<file path="src/rtl/synth_pkg.sv">
// Purpose: Shared constants for the synthesizer serial latch bank.
// Assumes: 24-bit words, most significant bit first, two select bits at 1:0.
// Notes: Field positions not fixed elsewhere are collected here.
`default_nettype none

package synth_pkg;

  // ****************************************************************
  // Word format
  // ****************************************************************
  localparam int WORD_BITS = 24;
  localparam int SEL_LSB = 0;
  localparam logic [1:0] SEL_CONTROL = 2'h0;
  localparam logic [1:0] SEL_REFERENCE = 2'h1;
  localparam logic [1:0] SEL_FEEDBACK = 2'h2;
  localparam logic [1:0] SEL_TEST = 2'h3;

  // ****************************************************************
  // Control word latch fields
  // ****************************************************************
  localparam int CORE_POWER_LSB = 2;
  localparam int COUNTER_RESET_BIT = 4;
  localparam int MUX_SEL_LSB = 5;
  localparam int PHASE_POL_BIT = 8;
  localparam int CP_TRISTATE_BIT = 9;
  localparam int CTRL_CP_GAIN_BIT = 10;

  // ****************************************************************
  // Feedback and reference divider latch fields
  // ****************************************************************
  localparam int FB_COUNT_LSB = 8;
  localparam int FB_COUNT_W = 13;
  localparam int FB_CP_GAIN_BIT = 21;
  localparam int REF_COUNT_LSB = 2;
  localparam int REF_COUNT_W = 14;
  localparam int ABP_LSB = 16;
  localparam int LOCK_PREC_BIT = 18;
  localparam int TEST_SEL_BIT = 19;
  localparam int BAND_DIV_LSB = 20;

  // ****************************************************************
  // Reset values and counts
  // ****************************************************************
  localparam logic [23:0] CTRL_RESET = 24'h000010;
  localparam logic [23:0] FB_RESET = 24'h000302;
  localparam logic [23:0] REF_RESET = 24'h000005;
  localparam logic [2:0] LOCK_CYCLES_FINE = 3'h5;
  localparam logic [2:0] LOCK_CYCLES_COARSE = 3'h3;

  // ****************************************************************
  // Multiplexed output selections
  // ****************************************************************
  localparam logic [2:0] MUX_LOW = 3'h0;
  localparam logic [2:0] MUX_LOCK = 3'h1;
  localparam logic [2:0] MUX_REF_DIV = 3'h2;
  localparam logic [2:0] MUX_FB_DIV = 3'h3;
  localparam logic [2:0] MUX_BAND_CLK = 3'h4;
  localparam logic [2:0] MUX_HIGH = 3'h5;
  localparam logic [2:0] MUX_HELD = 3'h6;

endpackage

`default_nettype wire

</file>
<file path="src/rtl/serial_shift_in.sv">
// Purpose: Three-wire serial receiver: shift register and load strobe.
// Assumes: Pins are asynchronous to clk; serial clock at most half of clk.
// Notes: Emits a one-cycle word_valid on each rising load strobe.
`default_nettype none

module serial_shift_in
  import synth_pkg::*;
(
  // Clock and reset
  input wire logic clk,
  input wire logic rst_n,
  // Serial pins
  input wire logic serial_clk_pin,
  input wire logic serial_data_pin,
  input wire logic load_strobe_pin,
  // Received word
  output logic [WORD_BITS-1:0] word,
  output logic word_valid
);

  // ****************************************************************
  // Pin synchronisers
  // ****************************************************************
  logic [2:0] meta_reg, meta_next;
  logic [2:0] sync_reg, sync_next;
  logic [2:0] prev_reg, prev_next;
  logic [WORD_BITS-1:0] shift_reg, shift_next;
  logic valid_reg, valid_next;
  logic sclk_rise, load_rise;

  always_comb begin
    meta_next = {load_strobe_pin, serial_data_pin, serial_clk_pin};
    sync_next = meta_reg;
    prev_next = sync_reg;
    sclk_rise = sync_reg[0] && !prev_reg[0];
    load_rise = sync_reg[2] && !prev_reg[2];
    shift_next = shift_reg;
    if (sclk_rise) begin
      shift_next = {shift_reg[WORD_BITS-2:0], sync_reg[1]};
    end
    valid_next = load_rise;
  end

  always_ff @(posedge clk) begin
    if (!rst_n) begin
      meta_reg <= 3'h0;
      sync_reg <= 3'h0;
      prev_reg <= 3'h0;
      shift_reg <= '0;
      valid_reg <= 1'b0;
    end else begin
      meta_reg <= meta_next;
      sync_reg <= sync_next;
      prev_reg <= prev_next;
      shift_reg <= shift_next;
      valid_reg <= valid_next;
    end
  end

  assign word = shift_reg;
  assign word_valid = valid_reg;
endmodule

`default_nettype wire

</file>
<file path="src/rtl/synth_serial_latch_bank.sv">
// Purpose: Latch bank of an integer-N synthesizer, loaded over three wires.
// Assumes: Reference and feedback edges arrive as slow pins sampled at 40 MHz.
// Notes: Analog controls leave as registered levels; counters run on clk.
`default_nettype none

// Contract
// - Three-state bit at 1 floats the charge pump output; 0 is normal.
// - Polarity bit 1 selects positive phase detector polarity, 0 negative.
// - Three-bit mux field picks the signal on the multiplexed output pin.
// - Counter reset bit 4 at 1 holds reference and feedback counters reset.
// - Two-bit core power field sets oscillator core current; 5 mA advised.
// - Thirteen-bit feedback count divides the loop, valid range 3 to 8191.
// - Feedback division ratio equals the feedback count alone, no prescaler.
// - Feedback latch bit 21 selects charge pump current setting 2 or 1.
// - Charge pump gain follows the latest write via control or feedback latch.
// - Select code (0,1) loads the reference divider latch.
// - Fourteen-bit reference count divides the reference, range 1 to 16383.
// - Reference latch bits 16 and 17 set antibacklash pulse width.
// - Lock after five good reference cycles if precision bit set, else three.
// - Factory test bit cleared means test latch is ignored.
// - Band select clock is reference divider output, optionally divided further.
// - One bit shifts in per serial clock rise; strobe rise loads 24 bits.
// - Select code (0,0) loads the control word latch.
module synth_serial_latch_bank
  import synth_pkg::*;
#(
  parameter int REF_W = REF_COUNT_W,
  parameter int FB_W = FB_COUNT_W
)
(
  // Clock and reset
  input wire logic clk,
  input wire logic rst_n,
  // Serial interface pins
  input wire logic serial_clk_pin,
  input wire logic serial_data_pin,
  input wire logic load_strobe_pin,
  // Loop pins
  input wire logic ref_in_pin,
  input wire logic vco_fb_pin,
  input wire logic phase_ok_pin,
  // Charge pump and phase detector
  output logic cp_out_oe,
  output logic phase_polarity_sel,
  output logic cp_gain_sel,
  output logic [1:0] antibacklash_width_field,
  // Oscillator and test
  output logic [1:0] core_power_field,
  output logic factory_test_sel,
  // Loop status
  output logic ref_div_pulse,
  output logic fb_div_pulse,
  output logic band_clk_en,
  output logic lock_detect,
  output logic multiplexed_output_pin
);

  typedef enum {LOCK_SEARCH, LOCK_HELD} lock_state_e;
  function automatic logic rising(input logic cur, input logic prev);
    return cur && !prev;
  endfunction

  // ****************************************************************
  // Serial receiver
  // ****************************************************************
  logic [WORD_BITS-1:0] word;
  logic word_valid;

  serial_shift_in u_shift (
    .clk(clk),
    .rst_n(rst_n),
    .serial_clk_pin(serial_clk_pin),
    .serial_data_pin(serial_data_pin),
    .load_strobe_pin(load_strobe_pin),
    .word(word),
    .word_valid(word_valid)
  );

  // ****************************************************************
  // Latches
  // ****************************************************************
  logic [23:0] ctrl_reg, ctrl_next;
  logic [23:0] fb_reg, fb_next;
  logic [23:0] ref_reg, ref_next;
  logic cp_gain_reg, cp_gain_next;
  logic cp_oe_reg, cp_oe_next;

  always_comb begin
    ctrl_next = ctrl_reg;
    fb_next = fb_reg;
    ref_next = ref_reg;
    cp_gain_next = cp_gain_reg;
    if (word_valid) begin
      case (word[SEL_LSB +: 2])
        SEL_CONTROL: begin
          ctrl_next = word;
          cp_gain_next = word[CTRL_CP_GAIN_BIT];
        end
        SEL_REFERENCE: ref_next = word;
        SEL_FEEDBACK: begin
          fb_next = word;
          cp_gain_next = word[FB_CP_GAIN_BIT];
        end
        default: ctrl_next = ctrl_reg;
      endcase
    end
    cp_oe_next = !ctrl_next[CP_TRISTATE_BIT];
  end

  always_ff @(posedge clk) begin
    if (!rst_n) begin
      ctrl_reg <= CTRL_RESET;
      fb_reg <= FB_RESET;
      ref_reg <= REF_RESET;
      cp_gain_reg <= 1'b0;
      cp_oe_reg <= !CTRL_RESET[CP_TRISTATE_BIT];
    end else begin
      ctrl_reg <= ctrl_next;
      fb_reg <= fb_next;
      ref_reg <= ref_next;
      cp_gain_reg <= cp_gain_next;
      cp_oe_reg <= cp_oe_next;
    end
  end

  logic counters_held;
  logic [2:0] mux_sel;
  logic [REF_W-1:0] ref_count;
  logic [FB_W-1:0] fb_count;
  logic [1:0] band_div_sel;
  logic lock_fine;

  assign counters_held = ctrl_reg[COUNTER_RESET_BIT];
  assign mux_sel = ctrl_reg[MUX_SEL_LSB +: 3];
  assign ref_count = ref_reg[REF_COUNT_LSB +: REF_W];
  assign fb_count = fb_reg[FB_COUNT_LSB +: FB_W];
  assign band_div_sel = ref_reg[BAND_DIV_LSB +: 2];
  assign lock_fine = ref_reg[LOCK_PREC_BIT];
  assign cp_out_oe = cp_oe_reg;
  assign phase_polarity_sel = ctrl_reg[PHASE_POL_BIT];
  assign core_power_field = ctrl_reg[CORE_POWER_LSB +: 2];
  assign cp_gain_sel = cp_gain_reg;
  assign antibacklash_width_field = ref_reg[ABP_LSB +: 2];
  assign factory_test_sel = ref_reg[TEST_SEL_BIT];

  // ****************************************************************
  // Loop pin synchronisers
  // ****************************************************************
  logic [2:0] pin_meta_reg, pin_meta_next;
  logic [2:0] pin_sync_reg, pin_sync_next;
  logic [2:0] pin_prev_reg, pin_prev_next;

  always_comb begin
    pin_meta_next = {phase_ok_pin, vco_fb_pin, ref_in_pin};
    pin_sync_next = pin_meta_reg;
    pin_prev_next = pin_sync_reg;
  end

  always_ff @(posedge clk) begin
    if (!rst_n) begin
      pin_meta_reg <= 3'h0;
      pin_sync_reg <= 3'h0;
      pin_prev_reg <= 3'h0;
    end else begin
      pin_meta_reg <= pin_meta_next;
      pin_sync_reg <= pin_sync_next;
      pin_prev_reg <= pin_prev_next;
    end
  end
  logic ref_edge, fb_edge, phase_ok;
  assign ref_edge = rising(pin_sync_reg[0], pin_prev_reg[0]);
  assign fb_edge = rising(pin_sync_reg[1], pin_prev_reg[1]);
  assign phase_ok = pin_sync_reg[2];

  // ****************************************************************
  // Reference and feedback dividers
  // ****************************************************************
  logic [REF_W-1:0] ref_cnt_reg, ref_cnt_next;
  logic [FB_W-1:0] fb_cnt_reg, fb_cnt_next;
  logic ref_pulse_reg, ref_pulse_next;
  logic fb_pulse_reg, fb_pulse_next;

  always_comb begin
    ref_cnt_next = ref_cnt_reg;
    fb_cnt_next = fb_cnt_reg;
    ref_pulse_next = 1'b0;
    fb_pulse_next = 1'b0;
    if (counters_held) begin
      ref_cnt_next = '0;
      fb_cnt_next = '0;
    end else begin
      if (ref_edge) begin
        if (ref_cnt_reg + 1'b1 >= ref_count) begin
          ref_cnt_next = '0;
          ref_pulse_next = 1'b1;
        end else begin
          ref_cnt_next = REF_W'(ref_cnt_reg + 1'b1);
        end
      end
      if (fb_edge) begin
        if (fb_cnt_reg + 1'b1 >= fb_count) begin
          fb_cnt_next = '0;
          fb_pulse_next = 1'b1;
        end else begin
          fb_cnt_next = FB_W'(fb_cnt_reg + 1'b1);
        end
      end
    end
  end

  assign ref_div_pulse = ref_pulse_reg;
  assign fb_div_pulse = fb_pulse_reg;

  // ****************************************************************
  // Band select clock divider
  // ****************************************************************
  logic [2:0] band_cnt_reg, band_cnt_next;
  logic band_en_reg, band_en_next;
  logic [2:0] band_limit;

  always_comb begin
    band_limit = 3'((4'h1 << band_div_sel) - 4'h1);
    band_cnt_next = band_cnt_reg;
    band_en_next = 1'b0;
    if (counters_held) begin
      band_cnt_next = 3'h0;
    end else if (ref_pulse_reg) begin
      if (band_cnt_reg >= band_limit) begin
        band_cnt_next = 3'h0;
        band_en_next = 1'b1;
      end else begin
        band_cnt_next = band_cnt_reg + 3'h1;
      end
    end
  end

  always_ff @(posedge clk) begin
    if (!rst_n) begin
      ref_cnt_reg <= '0;
      fb_cnt_reg <= '0;
      ref_pulse_reg <= 1'b0;
      fb_pulse_reg <= 1'b0;
      band_cnt_reg <= 3'h0;
      band_en_reg <= 1'b0;
    end else begin
      ref_cnt_reg <= ref_cnt_next;
      fb_cnt_reg <= fb_cnt_next;
      ref_pulse_reg <= ref_pulse_next;
      fb_pulse_reg <= fb_pulse_next;
      band_cnt_reg <= band_cnt_next;
      band_en_reg <= band_en_next;
    end
  end

  assign band_clk_en = band_en_reg;

  // ****************************************************************
  // Lock detector
  // ****************************************************************
  lock_state_e lock_state_reg, lock_state_next;
  logic [2:0] good_cnt_reg, good_cnt_next;
  logic [2:0] lock_target;
  logic lock_reg, lock_next;

  always_comb begin
    lock_target = lock_fine ? LOCK_CYCLES_FINE : LOCK_CYCLES_COARSE;
    lock_state_next = lock_state_reg;
    good_cnt_next = good_cnt_reg;
    if (counters_held) begin
      lock_state_next = LOCK_SEARCH;
      good_cnt_next = 3'h0;
    end else if (ref_pulse_reg) begin
      case (lock_state_reg)
        LOCK_SEARCH: begin
          if (!phase_ok) begin
            good_cnt_next = 3'h0;
          end else if (good_cnt_reg + 3'h1 >= lock_target) begin
            good_cnt_next = 3'h0;
            lock_state_next = LOCK_HELD;
          end else begin
            good_cnt_next = good_cnt_reg + 3'h1;
          end
        end
        LOCK_HELD: lock_state_next = phase_ok ? LOCK_HELD : LOCK_SEARCH;
        default: lock_state_next = LOCK_SEARCH;
      endcase
    end
    lock_next = (lock_state_next == LOCK_HELD);
  end

  assign lock_detect = lock_reg;

  // ****************************************************************
  // Multiplexed output
  // ****************************************************************
  logic mux_reg, mux_next;

  always_comb begin
    case (mux_sel)
      MUX_LOCK: mux_next = lock_detect;
      MUX_REF_DIV: mux_next = ref_pulse_reg;
      MUX_FB_DIV: mux_next = fb_pulse_reg;
      MUX_BAND_CLK: mux_next = band_en_reg;
      MUX_HIGH: mux_next = 1'b1;
      MUX_HELD: mux_next = counters_held;
      default: mux_next = 1'b0;
    endcase
  end

  always_ff @(posedge clk) begin
    if (!rst_n) begin
      lock_state_reg <= LOCK_SEARCH;
      good_cnt_reg <= 3'h0;
      lock_reg <= 1'b0;
      mux_reg <= 1'b0;
    end else begin
      lock_state_reg <= lock_state_next;
      good_cnt_reg <= good_cnt_next;
      lock_reg <= lock_next;
      mux_reg <= mux_next;
    end
  end

  assign multiplexed_output_pin = mux_reg;
endmodule

`default_nettype wire

</file>
<file path="config.mk">
export PLATFORM = sky130hd
export DESIGN_NAME = synth_serial_latch_bank
export DESIGN_NICKNAME = d
export VERILOG_FILES = /design/src/rtl/synth_pkg.sv /design/src/rtl/serial_shift_in.sv /design/src/rtl/synth_serial_latch_bank.sv
export SDC_FILE = /design/constraint.sdc
export NUM_CORES = 1
export LEC_CHECK = 0
export ABC_CLOCK_PERIOD_IN_PS = 4000
export BUFFER_PORTS_ARGS = -buffer_cell sky130_fd_sc_hd__buf_4
export CAP_MARGIN = 30
export CORE_ASPECT_RATIO = 0.5
export CORE_MARGIN = 2
export CORE_UTILIZATION = 62
export DETAILED_ROUTE_END_ITERATION = 10
export GPL_ROUTABILITY_DRIVEN = 0
export PLACE_DENSITY = 0.85
export SYNTH_ARGS = -nofsm -noshare
export SYNTH_HDL_FRONTEND = slang
export SYNTH_HIERARCHICAL = 1
export SYNTH_SLANG_ARGS = --single-unit
export TNS_END_PERCENT = 50
</file>
<file path="constraint.sdc">
create_clock -name clk -period 4 [get_ports clk]
set_input_delay 0.4 -clock clk [delete_from_list [all_inputs] [get_ports clk]]
set_output_delay 0.4 -clock clk [all_outputs]
set_load 0.02 [all_outputs]
</file>
### Yosys cells after proc, flatten, opt, wreduce, memory -nomap -nowiden

Cells that the tools add are included.

| cells by class | value |
|---|---|
| add/sub/neg operators | 5 |
| order comparisons | 4 |
| equality and inequality tests | 10 |
| shift operators | 1 |
| mux-type cells | 19 |
| bitwise gates (word level) | 4 |
| reductions and logical operators | 21 |

Operators with widths:

| operator | count |
|---|---|
| 32-bit two-way mux | 4 |
| 32-bit one-hot mux with 2 select lines | 1 |
| 32-bit by 1-bit equality test with 1-bit output (second input constant) | 1 |
| 32-bit by 2-bit equality test with 1-bit output (second input constant) | 1 |
| 32-bit logical NOT | 1 |
| 10-bit two-way mux | 2 |
| 14-bit by 1-bit adder with 14-bit output (second input constant) | 1 |
| 14-bit greater-or-equal comparator | 1 |
| 14-bit two-way mux | 1 |
| 13-bit by 1-bit adder with 13-bit output (second input constant) | 1 |
| 13-bit greater-or-equal comparator | 1 |
| 13-bit two-way mux | 1 |
| 3-bit two-way mux | 4 |
| 2-bit AND reduction | 5 |
| 3-bit equality test (second input constant) | 3 |
| 3-bit OR reduction | 3 |
| 3-bit by 1-bit adder with 3-bit output (second input constant) | 2 |
| 3-bit by 2-bit equality test with 1-bit output (second input constant) | 2 |
| 3-bit greater-or-equal comparator | 2 |
| 1-bit one-hot mux with 6 select lines | 1 |
| 1-bit logical NOT | 5 |
| 1-bit logical AND | 4 |
| 1-bit two-way mux | 4 |
| 1-bit NOT | 4 |
| 9 further kinds | 9 |

| storage, ports and cells | value |
|---|---|
| flip-flop bits (word level) | 165 |
| input port bits | 8 |
| output and inout port bits | 13 |
| word-level logic and storage cells | 88 |

### Depth between registers and ports, before layout

Gate-level depths: netlist of the first run.

| depth | value |
|---|---|
| depth in word-level cells | 8 |
| depth in mapped cells | 14 |
| mapped depth without buffers | 13 |

### Cells and area by module

Netlist of the first run, hierarchy kept.

Modules (own cells, without submodules):

| module | times used | cells each | area each (um2) | sequential area each (um2) |
|---|---|---|---|---|
| synth_serial_latch_bank | 1 | 625 | 5545.3 | 2422.3 |
| serial_shift_in | 1 | 98 | 1132.3 | 660.6 |

### Least setup slack after synthesis of the first run

Ideal clock, no wire load.

| timing | value |
|---|---|
| path kind | flip-flop to flip-flop |
| from | reg ref_cnt_reg[0] |
| to | reg ref_cnt_reg[6] |
| library setup time | 0.114 ns |
| data arrival time | 2.751 ns |
| data required time | 3.886 ns |
| path slack | 1.135 ns |
| stages on the path, launching flop included | 15 |
| path buffers | 1 |
| clock period less this slack | 2.865 ns |
| path through | dfxtp_1 > ha_1 > nand3_1 > nor2_1 > and3_1 > nand3_1 > xnor2_1 > ha_1 > nand2_1 > o21ai_0 > a2111oi_4 > nor2_1 > buf_2 > o21ai_1 > a21o_1 |

| on the way | value |
|---|---|
| cells in the longest elaborated chain, start to end | 3 |

RTL lines:

| element | RTL line | RTL |
|---|---|---|
| from (decl) | synth_serial_latch_bank.sv:178 | `logic [REF_W-1:0] ref_cnt_reg, ref_cnt_next;` |
| from (signal assigned) | synth_serial_latch_bank.sv:246 | `ref_cnt_reg <= ref_cnt_next;` |
| 14-bit by 1-bit adder with 14-bit output (*) | synth_serial_latch_bank.sv:193, synth_serial_latch_bank.sv:197 |  |
| 14-bit greater-or-equal comparator | synth_serial_latch_bank.sv:193 | `if (ref_cnt_reg + 1'b1 >= ref_count) begin` |
| 14-bit two-way mux (*) | synth_serial_latch_bank.sv:193 |  |

Every way passes the cells marked *; elsewhere a longest branch is shown, timed or not.
A chain may end at the register's enable or synchronous reset.

### Final worst setup path of the first run

| timing | value |
|---|---|
| from | reg ref_cnt_reg[0] |
| to | reg ref_cnt_reg[9] |

The elaborated chain is that of the path after synthesis.

==> results of run 1 <==
-- power groups by stage --
stage               clock network (uW)  registers (uW)  logic, uW
floorplan                            0            1560       41.6
global placement                     0            1560       48.8
detailed placement                   0            1560       49.4
CTS                               1600            1530       49.8
global route                      1680            1520       54.4
finish                            1580            1530       49.8
-- routing by layer --
metal / track usage, % / part of all wire [%] / vias to the layer above
met1: 28.94 / 47 / 2219
met2: 37.85 / 47 / 87
met5: 0 / 0.097 / -
li1: - / - / 2420
met3: 5.714 / 4.0 / 19
met4: 9.245 / 1.5 / 2
-- final timing paths --
check,depth (start not counted),slack [ns],startpoint,to
worst max-delay path,13,0.62,ref_cnt_reg[0]$_SDFFE_PP0P_,ref_cnt_reg[9]$_SDFFE_PP0P_
worst min-delay path,2,0.18,load_strobe_pin,u_shift/meta_reg[2]$_SDFF_PN0_
worst max register to register,13,0.62,ref_cnt_reg[0]$_SDFFE_PP0P_,ref_cnt_reg[9]$_SDFFE_PP0P_
worst min register to register,1,0.41,u_shift/prev_reg[2]$_SDFF_PN0_,u_shift/word_valid$_SDFF_PN0_
-- area by class of cell --
type / count / share of cell area [%]
well taps: 140 / 2.390
clock buffers: 18 / 5.992
inverters: 34 / 1.741
multi-input cells: 498 / 44.08
flip-flops and latches: 152 / 41.52
clock inverters: 14 / 2.031
repair buffers: 22 / 2.253
-- through the flow --
stage | total power (uW) | utilization (%) | cell area (um^2) | hold WS (ns) | cells
detailed placement | 1608 | 65.58 | 6741 | 0.4005 | 846
floorplan | 1599 | - | 6610 | 0.3674 | 717
finish | 3157 | 71.30 | 7330 | 0.1796 | 878
global placement | 1607 | 65.58 | 6741 | 0.3720 | 846
global route | 3259 | 71.30 | 7330 | 0.1779 | 878
CTS | 3178 | 71.30 | 7330 | 0.1721 | 878
-- cells in the final DEF, fill, tap and decap left out, types with 20 or more instances in the layout --
cell,n
a21boi_0,30
buf_4,22
ha_1,36
nor2_1,39
dfxtp_1,152
xor2_1,20
nand3_1,21
mux2i_1,33
inv_1,34
nand2_1,127
and2_1,46
-- critical path: stages (launching register included) --
cell and delay [ns]:
dfxtp_1 0.46, ha_1 0.27, nand3_1 0.16, nor2_1 0.25, and3_1 0.29, nand3_1 0.12, xnor2_1 0.17, ha_1 0.20
a21oi_1 0.20, o21ai_0 0.19, a2111o_1 0.33, nand2_1 0.25, nand3_1 0.17, a31oi_1 0.22
==> qor.yml, run 1 <==
outcome:
  status: "finished, final reports clean"
clocking:
  numCtsBuffers: 17
  clk_latency_ns: 0.42
  clock_path_buffers: 2
  post_cts_buffers: 0
  cts_root_buf: "clkbuf_16"
  post_cts_resized: 0
  cts_tree: "done"
  path_clk_slew_ns: 0.06
  cts-hold-fix-buffers: 0
  clock-sinks: 152
  htree_levels: 4
drt:
  antenna_left: 0
  first_pass_iters: 5
  vias: 4747
  vias_per_cell: 5.407
  wl_per_cell_um: 14.06
  totalWireLength_mm: 12.34
  drcViolationCount: 0
  drt_iter0_markers: 309
floorplanning:
  fp.dieW_um: 150.0
  placementRows: 26
  core_area_um2: 10280
  io_pins: 21
  dieArea_um2: 11550
  start_util_pct: 64.30
  die_h_um: 77.01
sta:
  fin_setup_tns_ns: 0
  rsz0062_at_grt: "no"
  finalCriticalPeriod_ns: 3.385
  setup_viol: 0
  slew_violations: 0
  worst_slew_pin_slew_ns: 1.007
  hold_violations: 0
  slew_headroom_pct: 32.89
  setup_slack_ns: 0.6154
  final.setup_skew_ns: 0.01026
  fmax_mhz: 295.5
  period_share_pct: 84.62
grt:
  gr-total-overflow: 0
  grt_pass1_wl_mm: 20.93
  grt_max_degree: 80
  grt.total_usage_pct: 22.97
  first_global_vias: 4451
  antenna_found_initial: 1
power:
  clkPwrFrac_pct: 50.1
  p_leak_uw: 0.002865
  p_switching_uw: 677.0
  p_per_area_nw_per_um2: 430.7
  combPwrFrac_pct: 1.6
  power.share.sequential_pct: 48.3
  p_sw_share_pct: 21.44
  vdd_drop_max_mv: 0.2672
  p_int_uw: 2480
worst_setup_path:
  end_kind: "flop"
  crit_type: "flop to flop"
  crit_path_start_kind: "flop"
  path_max_fanout: 8
  crit_required_ns: 4.33
  worstPathArrival_ns: 3.71
finish:
  diodes: 0
  layout-drive-gt1-share_pct: 8.672
  regArea_um2: 3043
  syn_to_final_growth_pct: 10.88
  multi_input_area_um2: 3231
  fillers: 741
  largest_reg_flops: 32
  fin_nets: 769
synthesis:
  synth_nets: 761
  synth.avg_cell_area_um2: 9.219
  yosys_warnings: 6
  synth_area_um2: 6610
  syn_inst: 717
place:
  port_buffers: 20
  post-dp-hpwl_mm: 8.207
  post-place-ws_ns: 0.7076
worst_hold_path:
  min_path_type: "primary input to flop"
run:
  cap_violations: 0
Note: power is estimated with default switching activity, not from simulation.
==> run 2: changes to the inputs <==
ABC_CLOCK_PERIOD_IN_PS = 3310   (was 4000)
clock period = 3.31 ns   (was 4 ns; I/O delays follow)
==> run 2 against run 1 <==
Critical path depth shrank 1. Count of clock-buffer cells in the layout is 4 higher. Clock power grew 25%. Register-to-register slack got worse by 0.42 ns. Cell count up 0.46%. Setup slack lost 0.42 ns. Maximum frequency grew 8.7%. Critical path type unchanged. Largest cell class unchanged.
==> qor.yml, run 2 (synthesis results as in run 1) <==
worst_setup_path:
  cp_common_cell: "nand3_1"
  r2r_cells: 12  # -1
  path_max_fanout: 8  # unchanged
  startpoint: "ref_cnt_reg[1]$_SDFFE_PP0P_"
  crit_cells: 12  # -1
  crit_path_top_delay_cell: "a2111o_1"
  crit_family: "compound AO/OA/AOI/OAI gates"
  crit_type: "flop to flop"
  crit_path_start_kind: "flop"
  path_buf_inv: 0  # unchanged
  r2r_end: "ref_cnt_reg[9]$_SDFFE_PP0P_"
  regToRegSetupSlack_ns: 0.20  # -0.42 ns
  worstReg2RegStart: "ref_cnt_reg[1]$_SDFFE_PP0P_"
  worstSetupEndpoint: "ref_cnt_reg[9]$_SDFFE_PP0P_"
  crit_required_ns: 3.65  # -0.68 ns
  end_kind: "flop"
  worstPathArrival_ns: 3.46  # -0.25 ns
  critical_path.cell_chain: "ha_2 > nand3_1 > nor2_2 > and3_2 > xor2_1 > ha_1 > a211oi_1 > o211ai_1 > a2111o_1 > nand2_1 > nand3_1 > a31oi_1"
  slowest_delay_ns: 0.42  # -0.04 ns
clocking:
  clock_path_buffers: 2  # unchanged
  path_clk_slew_ns: 0.06  # about the same
  cts_root_buf: "clkbuf_16"
  htree_levels: 4  # unchanged
  cts_tree: "done"
  numCtsBuffers: 17  # unchanged
  clk_latency_ns: 0.42  # about the same
  clock-sinks: 152  # unchanged
finish:
  largest_reg_flops: 32  # unchanged
  utilization_pct: 71.88  # +0.58 points
  final_cells: 882  # +0.46%
  layout-drive-gt1-share_pct: 9.569  # +0.90 points
  diodes: 0  # unchanged
  final_common_cell: "dfxtp_1"
  syn_to_final_growth_pct: 11.79
  fin_nets: 773  # +0.52%
  mostFrequentLayoutCells: "dfxtp_1, nand2_1, and2_1, nor2_1, ha_1"
power:
  p_leak_uw: 0.002884  # +0.69%
  vdd_drop_max_mv: 0.3239  # +21%
  p_per_area_nw_per_um2: 525.6  # +22%
sta:
  slew_headroom_pct: 42.54  # +9.6 points
  period_share_pct: 94.03  # +9.4 points
  worst_slew_pin_slew_ns: 0.8601  # -0.1465 ns
  slew_violations: 0  # unchanged
  fin_setup_tns_ns: 0  # unchanged
  setup_slack_ns: 0.1976  # -0.4178 ns
  hold_slack_ns: 0.1106  # -0.06895 ns
  hold_violations: 0  # unchanged
  fmax_mhz: 321.3  # +8.7%
  finalCriticalPeriod_ns: 3.112  # -0.2722 ns
  setup_viol: 0  # unchanged
  final.setup_skew_ns: 0.007604  # -0.002657 ns
floorplanning:
  fp.dieW_um: 150.0  # unchanged
  start_util_pct: 64.30  # unchanged
  die_h_um: 77.01  # unchanged
  core_area_um2: 10280  # unchanged
  dieArea_um2: 11550  # unchanged
  io_pins: 21  # unchanged
  placementRows: 26  # unchanged
grt:
  first_global_vias: 4645  # +4.4%
  grt_max_degree: 82  # +2.5%
  grt_pass1_wl_mm: 21.65  # +3.5%
  antenna_found_initial: 0  # -1
  grt.total_usage_pct: 23.64  # +0.67 points
  gr-total-overflow: 0  # unchanged
worst_hold_path:
  min_path_type: "primary input to flop"
run:
  cap_violations: 0  # unchanged
drt:
  wl_per_cell_um: 14.18  # +0.84%
  totalWireLength_mm: 12.50  # +1.3%
  drcViolationCount: 0  # unchanged
  drt_iter0_markers: 316  # +2.3%
  vias: 4806  # +1.2%
  antenna_left: 0  # unchanged
  vias_per_cell: 5.449  # +0.78%
  first_pass_iters: 5  # unchanged
place:
  port_buffers: 20  # unchanged
  post-dp-hpwl_mm: 8.030  # -2.1%
  post-place-ws_ns: 0.1274  # -0.5802 ns
  placed_cells: 849  # +0.35%
outcome:
  status: "finished, final reports clean"
## run 2: cell types whose count changed in the layout (fill, tap and decap cells not counted), moves of 2 or more
cell,previous run,this run
and3_1,6,4
and3_2,0,2
buf_4,22,26
clkbuf_1,0,4
clkinv_2,3,1
clkinv_4,3,1
## run 2: area by class of cell
type / instances / area, um^2
multi-input combinational: 498 / 3249
clock inverter: 10 / 143.9
clock buffer: 22 / 454.2
inverter: 34 / 127.6
timing repair buffer: 26 / 195.2
fill: 743 / 2890
tap: 140 / 175.2
sequential: 152 / 3044
## run 2: per-stage QoR
step                total power, uW  area [um^2]
floorplan                      1933         6610
global placement               1944         6764
detailed placement             1944         6764
CTS                            3901         7362
global route                   3998         7390
finish                         3884         7390
## run 2: per-layer routing
metal | global-route usage (%) | part of all wire [%] | up-vias
li1 | - | - | 2412
met1 | 30.45 | 48 | 2285
met2 | 38.08 | 47 | 88
met3 | 6.786 | 3.8 | 21
met4 | 8.208 | 1.5 | 0
met5 | 0 | 0 | -
## run 2: where the power goes
group | total (uW) | leakage (uW) | switching [uW] | internal (uW)
Sequential | 1840 | 0.00123 | 4.14 | 1840
Combinational | 61.4 | 0.00138 | 34.1 | 27.3
Clock | 1980 | 0.000281 | 770 | 1210
## run 2: timing repair
action | CTS | global route
hold buffers | 0 | 0
resized for setup | 0 | 8
setup buffers | 0 | 1
endpoints found under the setup margin | 0 | 14
## run 2: how the worst min path moves through the flow
stage	start	end	slack [ns]	cells after the start
after global routing	load_strobe_pin	u_shift/meta_reg[2]$_SDFF_PN0_	0.10	2
after CTS	load_strobe_pin	u_shift/meta_reg[2]$_SDFF_PN0_	0.10	2
after global placement	u_shift/prev_reg[2]$_SDFF_PN0_	u_shift/word_valid$_SDFF_PN0_	0.37	1
after detailed placement	u_shift/prev_reg[2]$_SDFF_PN0_	u_shift/word_valid$_SDFF_PN0_	0.38	1
final	phase_ok_pin	pin_meta_reg[2]$_SDFF_PN0_	0.11	2
after floorplan	u_shift/prev_reg[2]$_SDFF_PN0_	u_shift/word_valid$_SDFF_PN0_	0.37	1
==> run 3: changes to the inputs <==
CORE_ASPECT_RATIO = not set   (was 0.5)
==> run 3 against run 2 <==
Sequential power about the same. Cell count increased by 0.11%. Highest routed layer unchanged. Setup slack worse by 0.042 ns. Total power shrank 0.39%. Sequential share of layout area shrank 0.27 points. Largest cell class unchanged. Worst hold slack worse by 0.0024 ns.
==> qor.yml, run 3 (synthesis results as in run 1) <==
floorplanning:
  start_util_pct: 64.03  # -0.27 points
  dieArea_um2: 11500  # -0.43%
  fp.dieW_um: 107.3  # -29%
  die_h_um: 107.3  # +39%
  io_pins: 21  # unchanged
  placementRows: 37  # +42%
  core_area_um2: 10320  # +0.43%
clocking:
  htree_levels: 4  # unchanged
  numCtsBuffers: 17  # unchanged
  path_clk_slew_ns: 0.06  # about the same
  clk_latency_ns: 0.54  # +0.12 ns
  cts_tree: "done"
  cts_root_buf: "clkbuf_8"
  clock_path_buffers: 2  # unchanged
  clock-sinks: 152  # unchanged
  post_cts_buffers: 0  # unchanged
drt:
  drcViolationCount: 0  # unchanged
  wl_per_cell_um: 14.35  # +1.2%
  antenna_left: 0  # unchanged
  drt_iter0_markers: 194  # -39%
  first_pass_iters: 5  # unchanged
  vias_per_cell: 5.493  # +0.80%
  totalWireLength_mm: 12.67  # +1.3%
  vias: 4850  # +0.92%
place:
  post-dp-hpwl_mm: 8.694  # +8.3%
  port_buffers: 20  # unchanged
power:
  p_sw_share_pct: 20.05  # -0.75 points
  vdd_drop_max_mv: 0.3786  # +17%
  p_leak_uw: 0.002910  # +0.90%
  p_per_area_nw_per_um2: 520.3  # -1.0%
  combPwrFrac_pct: 1.7  # about the same
  p_switching_uw: 775.7  # -4.0%
  power.share.sequential_pct: 47.6  # +0.2 points
  p_int_uw: 3093  # +0.55%
  clkPwrFrac_pct: 50.6  # -0.4 points
sta:
  hold_violations: 0  # unchanged
  worst_slew_pin_slew_ns: 0.9525  # +0.09232 ns
  finalCriticalPeriod_ns: 3.155  # +0.04217 ns
  final.setup_skew_ns: 0.02447  # +0.01687 ns
  period_share_pct: 95.30  # +1.3 points
  setup_viol: 0  # unchanged
  slew_headroom_pct: 36.37  # -6.2 points
  fin_setup_tns_ns: 0  # unchanged
  slew_violations: 0  # unchanged
  fmax_mhz: 317.0  # -1.3%
outcome:
  status: "finished, final reports clean"
worst_setup_path:
  end_kind: "flop"
  worstReg2RegStart: "ref_cnt_reg[0]$_SDFFE_PP0P_"
  path_max_fanout: 11  # +3
  crit_type: "flop to flop"
  crit_path_start_kind: "flop"
  crit_required_ns: 3.78  # +0.13 ns
  worstPathArrival_ns: 3.62  # +0.16 ns
  startpoint: "ref_cnt_reg[0]$_SDFFE_PP0P_"
grt:
  top_usage_layer: "met2"
  antenna_found_initial: 0  # unchanged
  first_global_vias: 4919  # +5.9%
  grt.total_usage_pct: 23.82  # +0.18 points
  gr-total-overflow: 0  # unchanged
  met2_usage_pct: 40.28  # +2.2 points
  grt_pass1_wl_mm: 21.72  # +0.32%
  met3_usage_pct: 6.477  # -0.31 points
  grt_use_met1_pct: 28.01  # -2.4 points
  grt_max_degree: 56  # -32%
finish:
  final_common_cell: "dfxtp_1"
  diodes: 0  # unchanged
  fin_nets: 778  # +0.65%
  mostFrequentLayoutCells: "dfxtp_1, nand2_1, and2_1, nor2_1, ha_1"
  utilization_pct: 72.03  # +0.14 points
  layout-drive-gt1-share_pct: 9.237  # -0.33 points
  largest_reg_flops: 32  # unchanged
  syn_to_final_growth_pct: 12.49
worst_hold_path:
  min_path_type: "primary input to flop"
  min_from: "rst_n"
run:
  cap_violations: 0  # unchanged
## run 3: final timing paths
check / slack [ns] / end / cells after the start
setup / recovery: 0.16 / ref_cnt_reg[8]$_SDFFE_PP0P_ / 13
hold / removal: 0.11 / ctrl_reg[4]$_SDFFE_PN1P_ / 2
setup reg to reg: 0.16 / ref_cnt_reg[8]$_SDFFE_PP0P_ / 13
hold reg to reg: 0.39 / u_shift/word_valid$_SDFF_PN0_ / 1
## run 3: cell type report
type | count | area, um^2
fill | 710 | 2888
timing repair buffer | 31 | 247.7
sequential | 152 | 3043
clock buffer | 20 | 425.4
inverter | 34 | 127.6
tap | 136 | 170.2
multi-input combinational | 498 | 3247
clock inverter | 12 | 175.2
## run 3: timing repair
item	in CTS	in global routing
hold endpoints to repair	6	0
resized for setup	0	6
setup endpoints to repair	0	13
hold buffers	6	0
## run 3: power by group through the flow
stage                     Combinational (uW)  Clock (uW)  Sequential [uW]
final                                   67.6        1960             1840
after global placement                  59.8           0             1880
after floorplan                         50.3           0             1880
after detailed placement                61.2           0             1880
after CTS                               67.7        1990             1840
after global routing                    73.1        2060             1840
## run 3: layer usage
layer,routed length [um],vias to the layer above
li1,-,2435
met1,5732,2309
met2,6312,89
met3,443,17
met4,182,0
met5,0,-
## run 3: worst max-delay path, cell delays in order, from the launching register on
cell and delay, ns:
dfxtp_1 0.41, ha_1 0.25, nand3_1 0.18, nor2_2 0.22, and3_2 0.27, xor2_1 0.09, ha_1 0.21, a211oi_2 0.26
o211ai_1 0.21, a2111oi_4 0.40, nor2_1 0.10, buf_4 0.19, nor3b_1 0.22, a21o_1 0.10
## run 3: metrics by stage
stage | instances | worst slack [ns] | cell area, um^2 | total power (uW) | hold slack, ns
detailed placement | 845 | 0.07686 | 6759 | 1945 | 0.3870
global placement | 845 | 0.2800 | 6759 | 1943 | 0.3715
floorplan | 717 | 0.4449 | 6610 | 1933 | 0.3674
finish | 883 | 0.1554 | 7436 | 3869 | 0.1083
CTS | 883 | 0.06250 | 7420 | 3898 | 0.09568
global route | 883 | -0.009655 | 7436 | 3979 | 0.1044
